<file path="src/include/can_mode_cfg.svh">
// constants for the can operating-mode controller: offsets, fields, resets, timing
// assumes a single 40 MHz clock and an apb register port with 32-bit data
//
// Contract
// RL1: software requests a mode through the 3-bit request field, can_control_1 bits 10:8
// RL2: the mode actually entered is shown in can_control_1 bits 7:5
// RL3: mode change and status update wait until 11 recessive bits seen; from init or disable mode the code changes at once
// RL4: initialization mode: no transmit or receive, error counters cleared, flags kept
// RL5: configuration registers are writable only in initialization mode
// RL6: initialization mode is not entered while a transmission runs
// RL7: disable mode: no transmit or receive, interrupts pending, error counters held
// RL8: in disable mode bus activity sets the wake event flag
// RL9: disable request from an active mode waits for 11 recessive bits
// RL10: status reads 001 once disable mode has been entered
// RL11: disable mode releases both bus pins to general-purpose use
// RL12: wake filter enable low-pass filters the receive pin while asleep
// RL13: after entering a transmitting mode, transmission waits 11 recessive bits
// RL14: disable request during that hold-off aborts the transmission and flags it
// RL15: request 000 enters normal mode, transmitting and receiving on the pins
// RL16: request 111 ignores errors and keeps data captured up to an error
// RL17: listen-only is passive, no acks or error flags, counters off, tx pin released
// RL18: loopback ties internal transmit to internal receive, both pins released
// RL19: idle count restarts on every dominant bit sampled
// RL20: unsupported request codes leave mode and status unchanged
`ifndef CAN_MODE_CFG_SVH
`define CAN_MODE_CFG_SVH
// =====================================================================
// register byte offsets
`define OFS_CONTROL_1 12'h000
`define OFS_CONFIG_2 12'h004
`define OFS_BIT_TIMING 12'h008
`define OFS_ACCEPT_FILTER 12'h00c
`define OFS_ACCEPT_MASK 12'h010
`define OFS_STATUS 12'h014
// =====================================================================
// field positions
`define REQ_HI 10
`define REQ_LO 8
`define STAT_HI 7
`define STAT_LO 5
`define WAKE_FILT_BIT 14
`define ST_WAKE_BIT 0
`define ST_ABORT_BIT 1
`define ST_SEND_BIT 2
`define ST_ERR_HI 15
`define ST_ERR_LO 8
// =====================================================================
// mode codes
`define CODE_NORMAL 3'h0
`define CODE_DISABLE 3'h1
`define CODE_LOOPBACK 3'h2
`define CODE_LISTEN_ONLY 3'h3
`define CODE_INIT 3'h4
`define CODE_LISTEN_ALL 3'h7
// =====================================================================
// resets and timing
`define RESET_TIMING 16'h0003
`define IDLE_BITS 4'hb
`define ERR_MAX 8'hff
`define CLK_MHZ 40
`define WAKE_FILT_NS 500
`define WAKE_FILT_CYC (((`WAKE_FILT_NS) * (`CLK_MHZ) + 999) / 1000)
`endif

</file>
<file path="src/include/can_mode_pkg.sv">
// types for the can operating-mode controller
// assumes can_mode_cfg.svh holds the numbers
package can_mode_pkg;
  // =====================================================================
  // operating modes
  typedef enum logic [2:0] {
    mode_normal, mode_disable, mode_loopback, mode_listen_only, mode_init, mode_listen_all
  } mode_t;
  // signals from the protocol engine
  typedef struct packed {
    logic tx_bit;   // engine serial transmit level
    logic tx_busy;  // frame being sent
    logic tx_done;  // one-cycle pulse, frame sent
    logic err_evt;  // one-cycle pulse, protocol error
  } engine_in_t;
  // enables handed to the protocol engine
  typedef struct packed {
    logic tx_enable;
    logic rx_enable;
    logic ack_enable;
    logic err_flag_enable;
    logic keep_on_error;
    logic loopback;
  } mode_ctl_t;
endpackage

</file>
<file path="src/verilog/can_operating_mode_control.sv">
// operating-mode controller of a can module: apb registers, mode sequencing,
// idle detection, wake detection, transmit hold-off and pin ownership
// assumes the protocol engine and port muxing sit outside; inputs synchronous to pclk
`timescale 1ns/100ps
`include "can_mode_cfg.svh"
module can_operating_mode_control (
  // clock and reset
  input wire logic pclk,
  input wire logic presetn,
  // apb slave
  input wire logic psel,
  input wire logic penable,
  input wire logic pwrite,
  input wire logic [11:0] paddr,
  input wire logic [31:0] pwdata,
  output logic [31:0] prdata,
  output logic pready,
  output logic pslverr,
  // bus pins
  input wire logic can_receive_pin,
  output logic can_transmit_pin,
  output logic can_transmit_pin_oe,
  output logic receive_pin_claimed,
  // protocol engine
  input wire can_mode_pkg::engine_in_t engine_in,
  output can_mode_pkg::mode_ctl_t mode_ctl,
  output logic engine_rx,
  output logic bit_tick,
  output logic tx_go,
  // configuration held for the engine
  output logic [15:0] bit_timing,
  output logic [31:0] accept_filter,
  output logic [31:0] accept_mask,
  // system
  input wire logic cpu_sleep
);

  // =====================================================================
  // helpers
  function automatic logic code_valid(input logic [2:0] c);
    code_valid = (c == `CODE_NORMAL) || (c == `CODE_DISABLE) || (c == `CODE_LOOPBACK) ||
                 (c == `CODE_LISTEN_ONLY) || (c == `CODE_INIT) || (c == `CODE_LISTEN_ALL);
  endfunction

  function automatic can_mode_pkg::mode_t code_to_mode(input logic [2:0] c);
    case (c)
      `CODE_NORMAL: code_to_mode = can_mode_pkg::mode_normal;
      `CODE_DISABLE: code_to_mode = can_mode_pkg::mode_disable;
      `CODE_LOOPBACK: code_to_mode = can_mode_pkg::mode_loopback;
      `CODE_LISTEN_ONLY: code_to_mode = can_mode_pkg::mode_listen_only;
      `CODE_LISTEN_ALL: code_to_mode = can_mode_pkg::mode_listen_all;
      default: code_to_mode = can_mode_pkg::mode_init;
    endcase
  endfunction

  function automatic logic [2:0] mode_to_code(input can_mode_pkg::mode_t m);
    case (m)
      can_mode_pkg::mode_normal: mode_to_code = `CODE_NORMAL;
      can_mode_pkg::mode_disable: mode_to_code = `CODE_DISABLE;
      can_mode_pkg::mode_loopback: mode_to_code = `CODE_LOOPBACK;
      can_mode_pkg::mode_listen_only: mode_to_code = `CODE_LISTEN_ONLY;
      can_mode_pkg::mode_listen_all: mode_to_code = `CODE_LISTEN_ALL;
      default: mode_to_code = `CODE_INIT;
    endcase
  endfunction

  function automatic logic tx_mode(input can_mode_pkg::mode_t m);
    tx_mode = (m == can_mode_pkg::mode_normal) || (m == can_mode_pkg::mode_loopback);
  endfunction

  // =====================================================================
  // state
  can_mode_pkg::mode_t mode;
  logic [2:0] mode_request;
  logic wake_filter_enable;
  logic wake_event_flag;
  logic tx_aborted_flag;
  logic tx_send_request;
  logic [7:0] err_count;
  logic [3:0] idle_count;
  logic [15:0] prescale_count;
  logic [7:0] wake_count;
  logic holdoff;

  logic idle_seen;
  logic wr_ok;
  logic rd_sel;
  logic locked_hit;
  logic mode_go;
  logic disable_req_wr;
  logic rx_bus;
  logic [31:0] rd_word;
  logic addr_hit;

  assign idle_seen = (idle_count == `IDLE_BITS);
  assign rx_bus = (mode == can_mode_pkg::mode_loopback) ? engine_in.tx_bit : can_receive_pin;
  // write commits at the access edge where pready is sampled high
  assign wr_ok = psel && penable && pready && pwrite && !pslverr;
  assign rd_sel = psel && !penable;
  // locked registers only in initialization mode
  assign locked_hit = (paddr == `OFS_CONFIG_2) || (paddr == `OFS_BIT_TIMING) ||
                      (paddr == `OFS_ACCEPT_FILTER) || (paddr == `OFS_ACCEPT_MASK); // RL5
  assign disable_req_wr = wr_ok && (paddr == `OFS_CONTROL_1) &&
                          (pwdata[`REQ_HI:`REQ_LO] == `CODE_DISABLE);

  // mode change: unsupported codes never move the mode
  always_comb begin
    mode_go = 1'b0;
    if (code_valid(mode_request) && (code_to_mode(mode_request) != mode)) begin // RL20
      if ((mode == can_mode_pkg::mode_init) || (mode == can_mode_pkg::mode_disable)) begin
        mode_go = 1'b1; // offline, nothing on the bus to disturb
      end else if (idle_seen) begin // RL3 RL9
        // no configuration lock while a frame is still going out
        mode_go = !((mode_request == `CODE_INIT) && engine_in.tx_busy); // RL6
      end
    end
  end

  // register read mux
  always_comb begin
    rd_word = 32'h0000_0000;
    addr_hit = 1'b1;
    case (paddr)
      `OFS_CONTROL_1: begin
        rd_word[`REQ_HI:`REQ_LO] = mode_request;
        rd_word[`STAT_HI:`STAT_LO] = mode_to_code(mode); // RL2
      end
      `OFS_CONFIG_2: rd_word[`WAKE_FILT_BIT] = wake_filter_enable;
      `OFS_BIT_TIMING: rd_word[15:0] = bit_timing;
      `OFS_ACCEPT_FILTER: rd_word = accept_filter;
      `OFS_ACCEPT_MASK: rd_word = accept_mask;
      `OFS_STATUS: begin
        rd_word[`ST_WAKE_BIT] = wake_event_flag;
        rd_word[`ST_ABORT_BIT] = tx_aborted_flag;
        rd_word[`ST_SEND_BIT] = tx_send_request;
        rd_word[`ST_ERR_HI:`ST_ERR_LO] = err_count;
      end
      default: addr_hit = 1'b0;
    endcase
  end

  // =====================================================================
  // apb answer: one wait-free access phase after each setup cycle
  always_ff @(posedge pclk or negedge presetn) begin
    if (!presetn) begin
      pready <= 1'b0;
      pslverr <= 1'b0;
      prdata <= 32'h0000_0000;
    end else begin
      pready <= rd_sel;
      if (rd_sel) begin
        // unmapped address, or locked register written outside init
        pslverr <= !addr_hit ||
                   (pwrite && locked_hit && (mode != can_mode_pkg::mode_init)); // RL5
        prdata <= pwrite ? 32'h0000_0000 : rd_word;
      end else begin
        pslverr <= 1'b0;
      end
    end
  end

  // mode request field, written any time
  always_ff @(posedge pclk or negedge presetn) begin
    if (!presetn) begin
      mode_request <= `CODE_INIT;
    end else if (wr_ok && (paddr == `OFS_CONTROL_1)) begin
      mode_request <= pwdata[`REQ_HI:`REQ_LO]; // RL1
    end
  end

  // configuration registers, refused by pslverr outside init
  always_ff @(posedge pclk or negedge presetn) begin
    if (!presetn) begin
      wake_filter_enable <= 1'b0;
      bit_timing <= `RESET_TIMING;
      accept_filter <= 32'h0000_0000;
      accept_mask <= 32'h0000_0000;
    end else if (wr_ok) begin
      case (paddr)
        `OFS_CONFIG_2: wake_filter_enable <= pwdata[`WAKE_FILT_BIT];
        `OFS_BIT_TIMING: bit_timing <= pwdata[15:0];
        `OFS_ACCEPT_FILTER: accept_filter <= pwdata;
        `OFS_ACCEPT_MASK: accept_mask <= pwdata;
        default: ;
      endcase
    end
  end

  // =====================================================================
  // operating mode, status follows only on an accepted change
  always_ff @(posedge pclk or negedge presetn) begin
    if (!presetn) begin
      mode <= can_mode_pkg::mode_init;
    end else if (mode_go) begin
      mode <= code_to_mode(mode_request); // RL3 RL10 RL15 RL16
    end
  end

  // bit-time divider: tick every bit_timing+1 cycles
  always_ff @(posedge pclk or negedge presetn) begin
    if (!presetn) begin
      prescale_count <= 16'h0000;
      bit_tick <= 1'b0;
    end else if (prescale_count >= bit_timing) begin
      prescale_count <= 16'h0000;
      bit_tick <= 1'b1;
    end else begin
      prescale_count <= prescale_count + 16'h0001;
      bit_tick <= 1'b0;
    end
  end

  // idle detector: restarts on a dominant bit and on each mode entry
  always_ff @(posedge pclk or negedge presetn) begin
    if (!presetn) begin
      idle_count <= 4'h0;
    end else if (mode_go) begin
      idle_count <= 4'h0; // RL13
    end else if (bit_tick) begin
      if (!rx_bus) begin
        idle_count <= 4'h0; // RL19
      end else if (!idle_seen) begin
        idle_count <= idle_count + 4'h1;
      end
    end
  end

  // transmit hold-off after entering a transmitting mode
  always_ff @(posedge pclk or negedge presetn) begin
    if (!presetn) begin
      holdoff <= 1'b0;
    end else if (mode_go) begin
      holdoff <= tx_mode(code_to_mode(mode_request)); // RL13
    end else if (idle_seen) begin
      holdoff <= 1'b0;
    end
  end

  // send request: software sets, engine done or abort clears
  always_ff @(posedge pclk or negedge presetn) begin
    if (!presetn) begin
      tx_send_request <= 1'b0;
    end else if (holdoff && tx_send_request && disable_req_wr) begin
      tx_send_request <= 1'b0; // RL14
    end else if (wr_ok && (paddr == `OFS_STATUS)) begin
      tx_send_request <= pwdata[`ST_SEND_BIT];
    end else if (engine_in.tx_done) begin
      tx_send_request <= 1'b0;
    end
  end

  // aborted flag: set wins over software clear
  always_ff @(posedge pclk or negedge presetn) begin
    if (!presetn) begin
      tx_aborted_flag <= 1'b0;
    end else if (holdoff && tx_send_request && disable_req_wr) begin
      tx_aborted_flag <= 1'b1; // RL14
    end else if (wr_ok && (paddr == `OFS_STATUS) && pwdata[`ST_ABORT_BIT]) begin
      tx_aborted_flag <= 1'b0;
    end
  end

  // start a frame once the hold-off has passed
  always_ff @(posedge pclk or negedge presetn) begin
    if (!presetn) begin
      tx_go <= 1'b0;
    end else begin
      tx_go <= tx_mode(mode) && !holdoff && tx_send_request && !engine_in.tx_busy &&
               !tx_go && !mode_go; // RL13
    end
  end

  // =====================================================================
  // wake filter: dominant must persist before it counts as activity
  always_ff @(posedge pclk or negedge presetn) begin
    if (!presetn) begin
      wake_count <= 8'h00;
    end else if (can_receive_pin) begin
      wake_count <= 8'h00;
    end else if (wake_count < 8'(`WAKE_FILT_CYC)) begin
      wake_count <= wake_count + 8'h01;
    end
  end

  // wake flag: only in disable mode, set wins over clear
  always_ff @(posedge pclk or negedge presetn) begin
    if (!presetn) begin
      wake_event_flag <= 1'b0;
    end else if ((mode == can_mode_pkg::mode_disable) && !can_receive_pin &&
                 (!(wake_filter_enable && cpu_sleep) ||
                  (wake_count == 8'(`WAKE_FILT_CYC)))) begin
      wake_event_flag <= 1'b1; // RL8 RL12
    end else if (wr_ok && (paddr == `OFS_STATUS) && pwdata[`ST_WAKE_BIT]) begin
      wake_event_flag <= 1'b0;
    end
  end

  // error counter: cleared in init, held in disable, off when listening
  always_ff @(posedge pclk or negedge presetn) begin
    if (!presetn) begin
      err_count <= 8'h00;
    end else if (mode == can_mode_pkg::mode_init) begin
      err_count <= 8'h00; // RL4
    end else if (tx_mode(mode) && engine_in.err_evt && (err_count != `ERR_MAX)) begin
      err_count <= err_count + 8'h01; // RL7 RL16 RL17
    end
  end

  // =====================================================================
  // engine enables per mode
  always_ff @(posedge pclk or negedge presetn) begin
    if (!presetn) begin
      mode_ctl <= '0;
    end else begin
      mode_ctl.tx_enable <= tx_mode(mode); // RL4 RL7 RL15
      mode_ctl.rx_enable <= (mode != can_mode_pkg::mode_init) &&
                            (mode != can_mode_pkg::mode_disable); // RL4 RL7
      mode_ctl.ack_enable <= tx_mode(mode); // RL17
      mode_ctl.err_flag_enable <= tx_mode(mode); // RL16 RL17
      mode_ctl.keep_on_error <= (mode == can_mode_pkg::mode_listen_all); // RL16
      mode_ctl.loopback <= (mode == can_mode_pkg::mode_loopback); // RL18
    end
  end

  // pin ownership; released pins fall back to port logic outside
  always_ff @(posedge pclk or negedge presetn) begin
    if (!presetn) begin
      can_transmit_pin <= 1'b1;
      can_transmit_pin_oe <= 1'b0;
      receive_pin_claimed <= 1'b0;
      engine_rx <= 1'b1;
    end else begin
      can_transmit_pin <= engine_in.tx_bit;
      can_transmit_pin_oe <= (mode == can_mode_pkg::mode_normal); // RL11 RL15 RL17 RL18
      receive_pin_claimed <= (mode == can_mode_pkg::mode_normal) ||
                             (mode == can_mode_pkg::mode_listen_only) ||
                             (mode == can_mode_pkg::mode_listen_all); // RL11 RL18
      // loopback feeds the engine its own transmit level
      engine_rx <= mode_ctl.rx_enable ? rx_bus : 1'b1; // RL18
    end
  end

endmodule

</file>
<file path="config.mk">
export PLATFORM = sky130hd
export DESIGN_NAME = can_operating_mode_control
export DESIGN_NICKNAME = d
export VERILOG_FILES = /design/src/include/can_mode_pkg.sv /design/src/verilog/can_operating_mode_control.sv
export VERILOG_INCLUDE_DIRS = /design/src /design/src/include
export SDC_FILE = /design/constraint.sdc
export NUM_CORES = 1
export LEC_CHECK = 0
export ABC_AREA = 1
export BUFFER_PORTS_ARGS = -buffer_cell sky130_fd_sc_hd__buf_2
export CAP_MARGIN = 40
export CORE_ASPECT_RATIO = 1.5
export CORE_MARGIN = 1.5
export CORE_UTILIZATION = 52
export CTS_BUF_LIST = sky130_fd_sc_hd__clkbuf_16
export DETAILED_ROUTE_END_ITERATION = 10
export GPL_ROUTABILITY_DRIVEN = 0
export HOLD_SLACK_MARGIN = 0.06
export PLACE_DENSITY = 0.76
export SLEW_MARGIN = 5
export SYNTH_ARGS = -nofsm -noshare
export SYNTH_HDL_FRONTEND = slang
export SYNTH_SLANG_ARGS = --single-unit
</file>
<file path="constraint.sdc">
create_clock -name pclk -period 3.8 [get_ports pclk]
set_clock_uncertainty 0.1 [all_clocks]
set_input_delay 0.95 -clock pclk [delete_from_list [all_inputs] [get_ports pclk]]
set_output_delay 0.95 -clock pclk [all_outputs]
set_load 0.1 [all_outputs]
</file>
==> impl_metrics.ini <==
[run_status]
outcome = finished, final reports clean

[floorplan]
start_util = 0.533
pin_count = 181
die_width_um = 108
placement_rows = 57
fp.coreArea_um2 = 16200
die-area_um2 = 17400
floorplan.die.height_um = 161

[worst_hold_path]
hold_path.startpoint = mode_ctl[4]$_DFF_PN0_
hold_path.class = flip-flop to flip-flop
min_path_cells = 1

[global_routing]
initial_antenna_violation_count = 0
vias_in_the_first_global_route = 7426
grt_pass1_wl_um = 37100
grt.overflow.total = 0
grt_util_all_layers = 0.278
grt_max_degree = 73

[timing]
setup_violations = 0
finalSetupTns_ps = 0
hold_violations = 0
relSlewSlack = 0.508
finalWorstPathRequiredPeriod_ps = 2510
rsz0062_at_grt = no
achievable-frequency_ghz = 0.398
tightestPinTransition_ps = 738
finalCritPeriodShare = 0.661
slew_viol_final = 0

[yosys]
synth_enable_flop_cells = 0
yosys.cell_types.count = 39
synth_cells = 1055
avgSynthCellArea_um2 = 8.18
ys_async_sr_fraction = 1.00
synth_seq_cells = 171
yosys.cell_count.top_type = nand2_1
largest_area_contributor_in_the_synthesized_netlist = dfrtp_1
yosys.area.top_type_share = 0.478
syn_nets = 1131
synth.area.top_cells = dfrtp_1 (48%), nand2_1 (14%), nand3_1 (6.0%)
mappedNetlistArea_um2 = 8630
synth.yosys.seq_area_share = 0.497
yosys_warnings = 0
synth_commonest_cells = nand2_1 (331), dfrtp_1 (165), inv_1 (104), nand3_1 (104), o21ai_1 (70)
ys.flop_type = dfrtp_1

[routing]
vias = 7615
detail_route.vias_per_cell = 5.30
detail_route.drc_violations = 0
post_detailed_route_count_of_antenna_violating_nets = 0
avgRoutedWirePerCell_um = 16.1
routed_wl_um = 23200
drt_first_iter_violations = 428
drt_first_pass_iters = 5

[layout]
p_r_area_growth_vs_syn_pct = 18.1
final_layout_size_suffix_gt1_frac = 0.218
final_nets = 1295
final_cell_count_without_fillers = 1438
diodes = 0

[power]
p_per_cell_area_nw_per_um2 = 395
peakVddDrop_mv = 0.325
static-leakage-power_nw = 5.58

[clock_network]
cts_hold_buffers = 0
post-cts-setup-buffers = 0
tritoncts.num_buffers = 17
post_cts_repair_resize_count = 0
cts_htree_levels = 4
clk_root_buffer_cell = clkbuf_16
worstSkewPairLatency_ps = 430
cts_max_path_buffers = 2
tritoncts = done
cts.reportedPaths.clkPinSlew_ps = 70
clock-sinks = 171

[worst_setup_path]
worstSetupEndpointType = output port
crit_path_max_incr_delay_ps = 580
crit-reg2reg-capture = prescale_count[0]$_DFF_PN0_
critical_path.n_buffers_inverters = 1
ff2ff_setup_slack_ps = 1780
worst_r2r_startpoint = bit_timing[14]$_DFFE_PN0P_
worst_ep_required_time_ps = 2750
cp_slowest_cell = dfstp_2
critical_path_cell_count = 1
cells_along_the_critical_path = buf_2
critical_path.top_delay_family = flip-flops
critical_path_arrival_ps = 1460
worst_setup_path_start = bit_timing[0]$_DFFE_PN1P_
r2r.worst_path.cells = 7
timing.critical_path.fanout_max = 4
worstSetupPathType = flip-flop to output port
element_type_at_the_critical_path_start = flip-flop
endpoint = bit_timing[0]

[placed_design]
numPortBuffers = 180
dp_hpwl_um = 16700
dp.cells = 1406

[job]
max_cap_violations = 0
## layout by cell type (no fill, tap or decap), drive strengths merged, types with 11 or more instances in the layout
| cell | count |
|---|---|
| nor2 | 76 |
| dfrtp | 165 |
| nand3 | 108 |
| inv | 115 |
| nand4 | 21 |
| a21oi | 16 |
| buf | 188 |
| o21ai | 106 |
| ha | 21 |
| clkbuf | 17 |
| nand2 | 343 |
| xor2 | 11 |
## flip-flops by register name, summed over array words and instances (netlist names), 3 cells and up
signal	count
accept_filter	32
accept_mask	32
bit_timing	16
err_count	8
idle_count	4
mode	3
mode_ctl	4
mode_request	3
prdata	32
prescale_count	16
wake_count	8
## how the worst min path moves through the flow
stage | to | slack [ps]
floorplan | wake_event_flag$_DFFE_PN0P_ | 350
global placement | engine_rx$_DFF_PN1_ | 280
detailed placement | engine_rx$_DFF_PN1_ | 290
CTS | engine_rx$_DFF_PN1_ | 300
global route | engine_rx$_DFF_PN1_ | 340
finish | engine_rx$_DFF_PN1_ | 300
## logic make-up (layout without fill, tap and decap cells)
kind of cell,count (synthesis),after routing,synth area share
buf+inv,151,328,0.0829
compound gates,128,128,0.0787
simple gates,566,566,0.293
flops,171,171,0.497
xor+xnor,18,18,0.0183
fa+ha+maj,21,21,0.0304
## report_power, final
part | internal (mW) | total [mW] | switching [mW]
clock | 1.11 | 1.87 | 0.759
combinational | 0.0760 | 0.234 | 0.158
sequential | 1.86 | 1.92 | 0.0597
total | 3.05 | 4.02 | 0.977
## layout make-up
cell class / count / area (um2)
clock inverter: 15 / 208
fill: 1438 / 6000
inverter: 108 / 405
sequential: 171 / 4290
multi-input combinational: 733 / 3630
clock buffer: 17 / 425
tap: 206 / 258
timing repair buffer: 188 / 980
## through the flow
step | hold slack [ps] | cell area [um2] | setup slack, ps | util | power [mW]
final | 298 | 10200 | 1290 | 0.629 | 4.02
after detailed placement | 289 | 9560 | 987 | 0.590 | 2.19
after floorplan | 347 | 8630 | 1390 | - | 2.06
after CTS | 299 | 10200 | 1270 | 0.629 | 4.05
after global routing | 335 | 10200 | 1260 | 0.629 | 4.16
after global placement | 284 | 9560 | 1070 | 0.590 | 2.18
## layer usage
metal  wire [um]  GRT usage  part of all wire
met3        1260     0.0491             0.054
met1        8890      0.322              0.38
met4         915      0.133             0.039
met5           0          0                 0
met2       12100      0.491              0.52
Note: power is estimated with default switching activity, not from simulation.
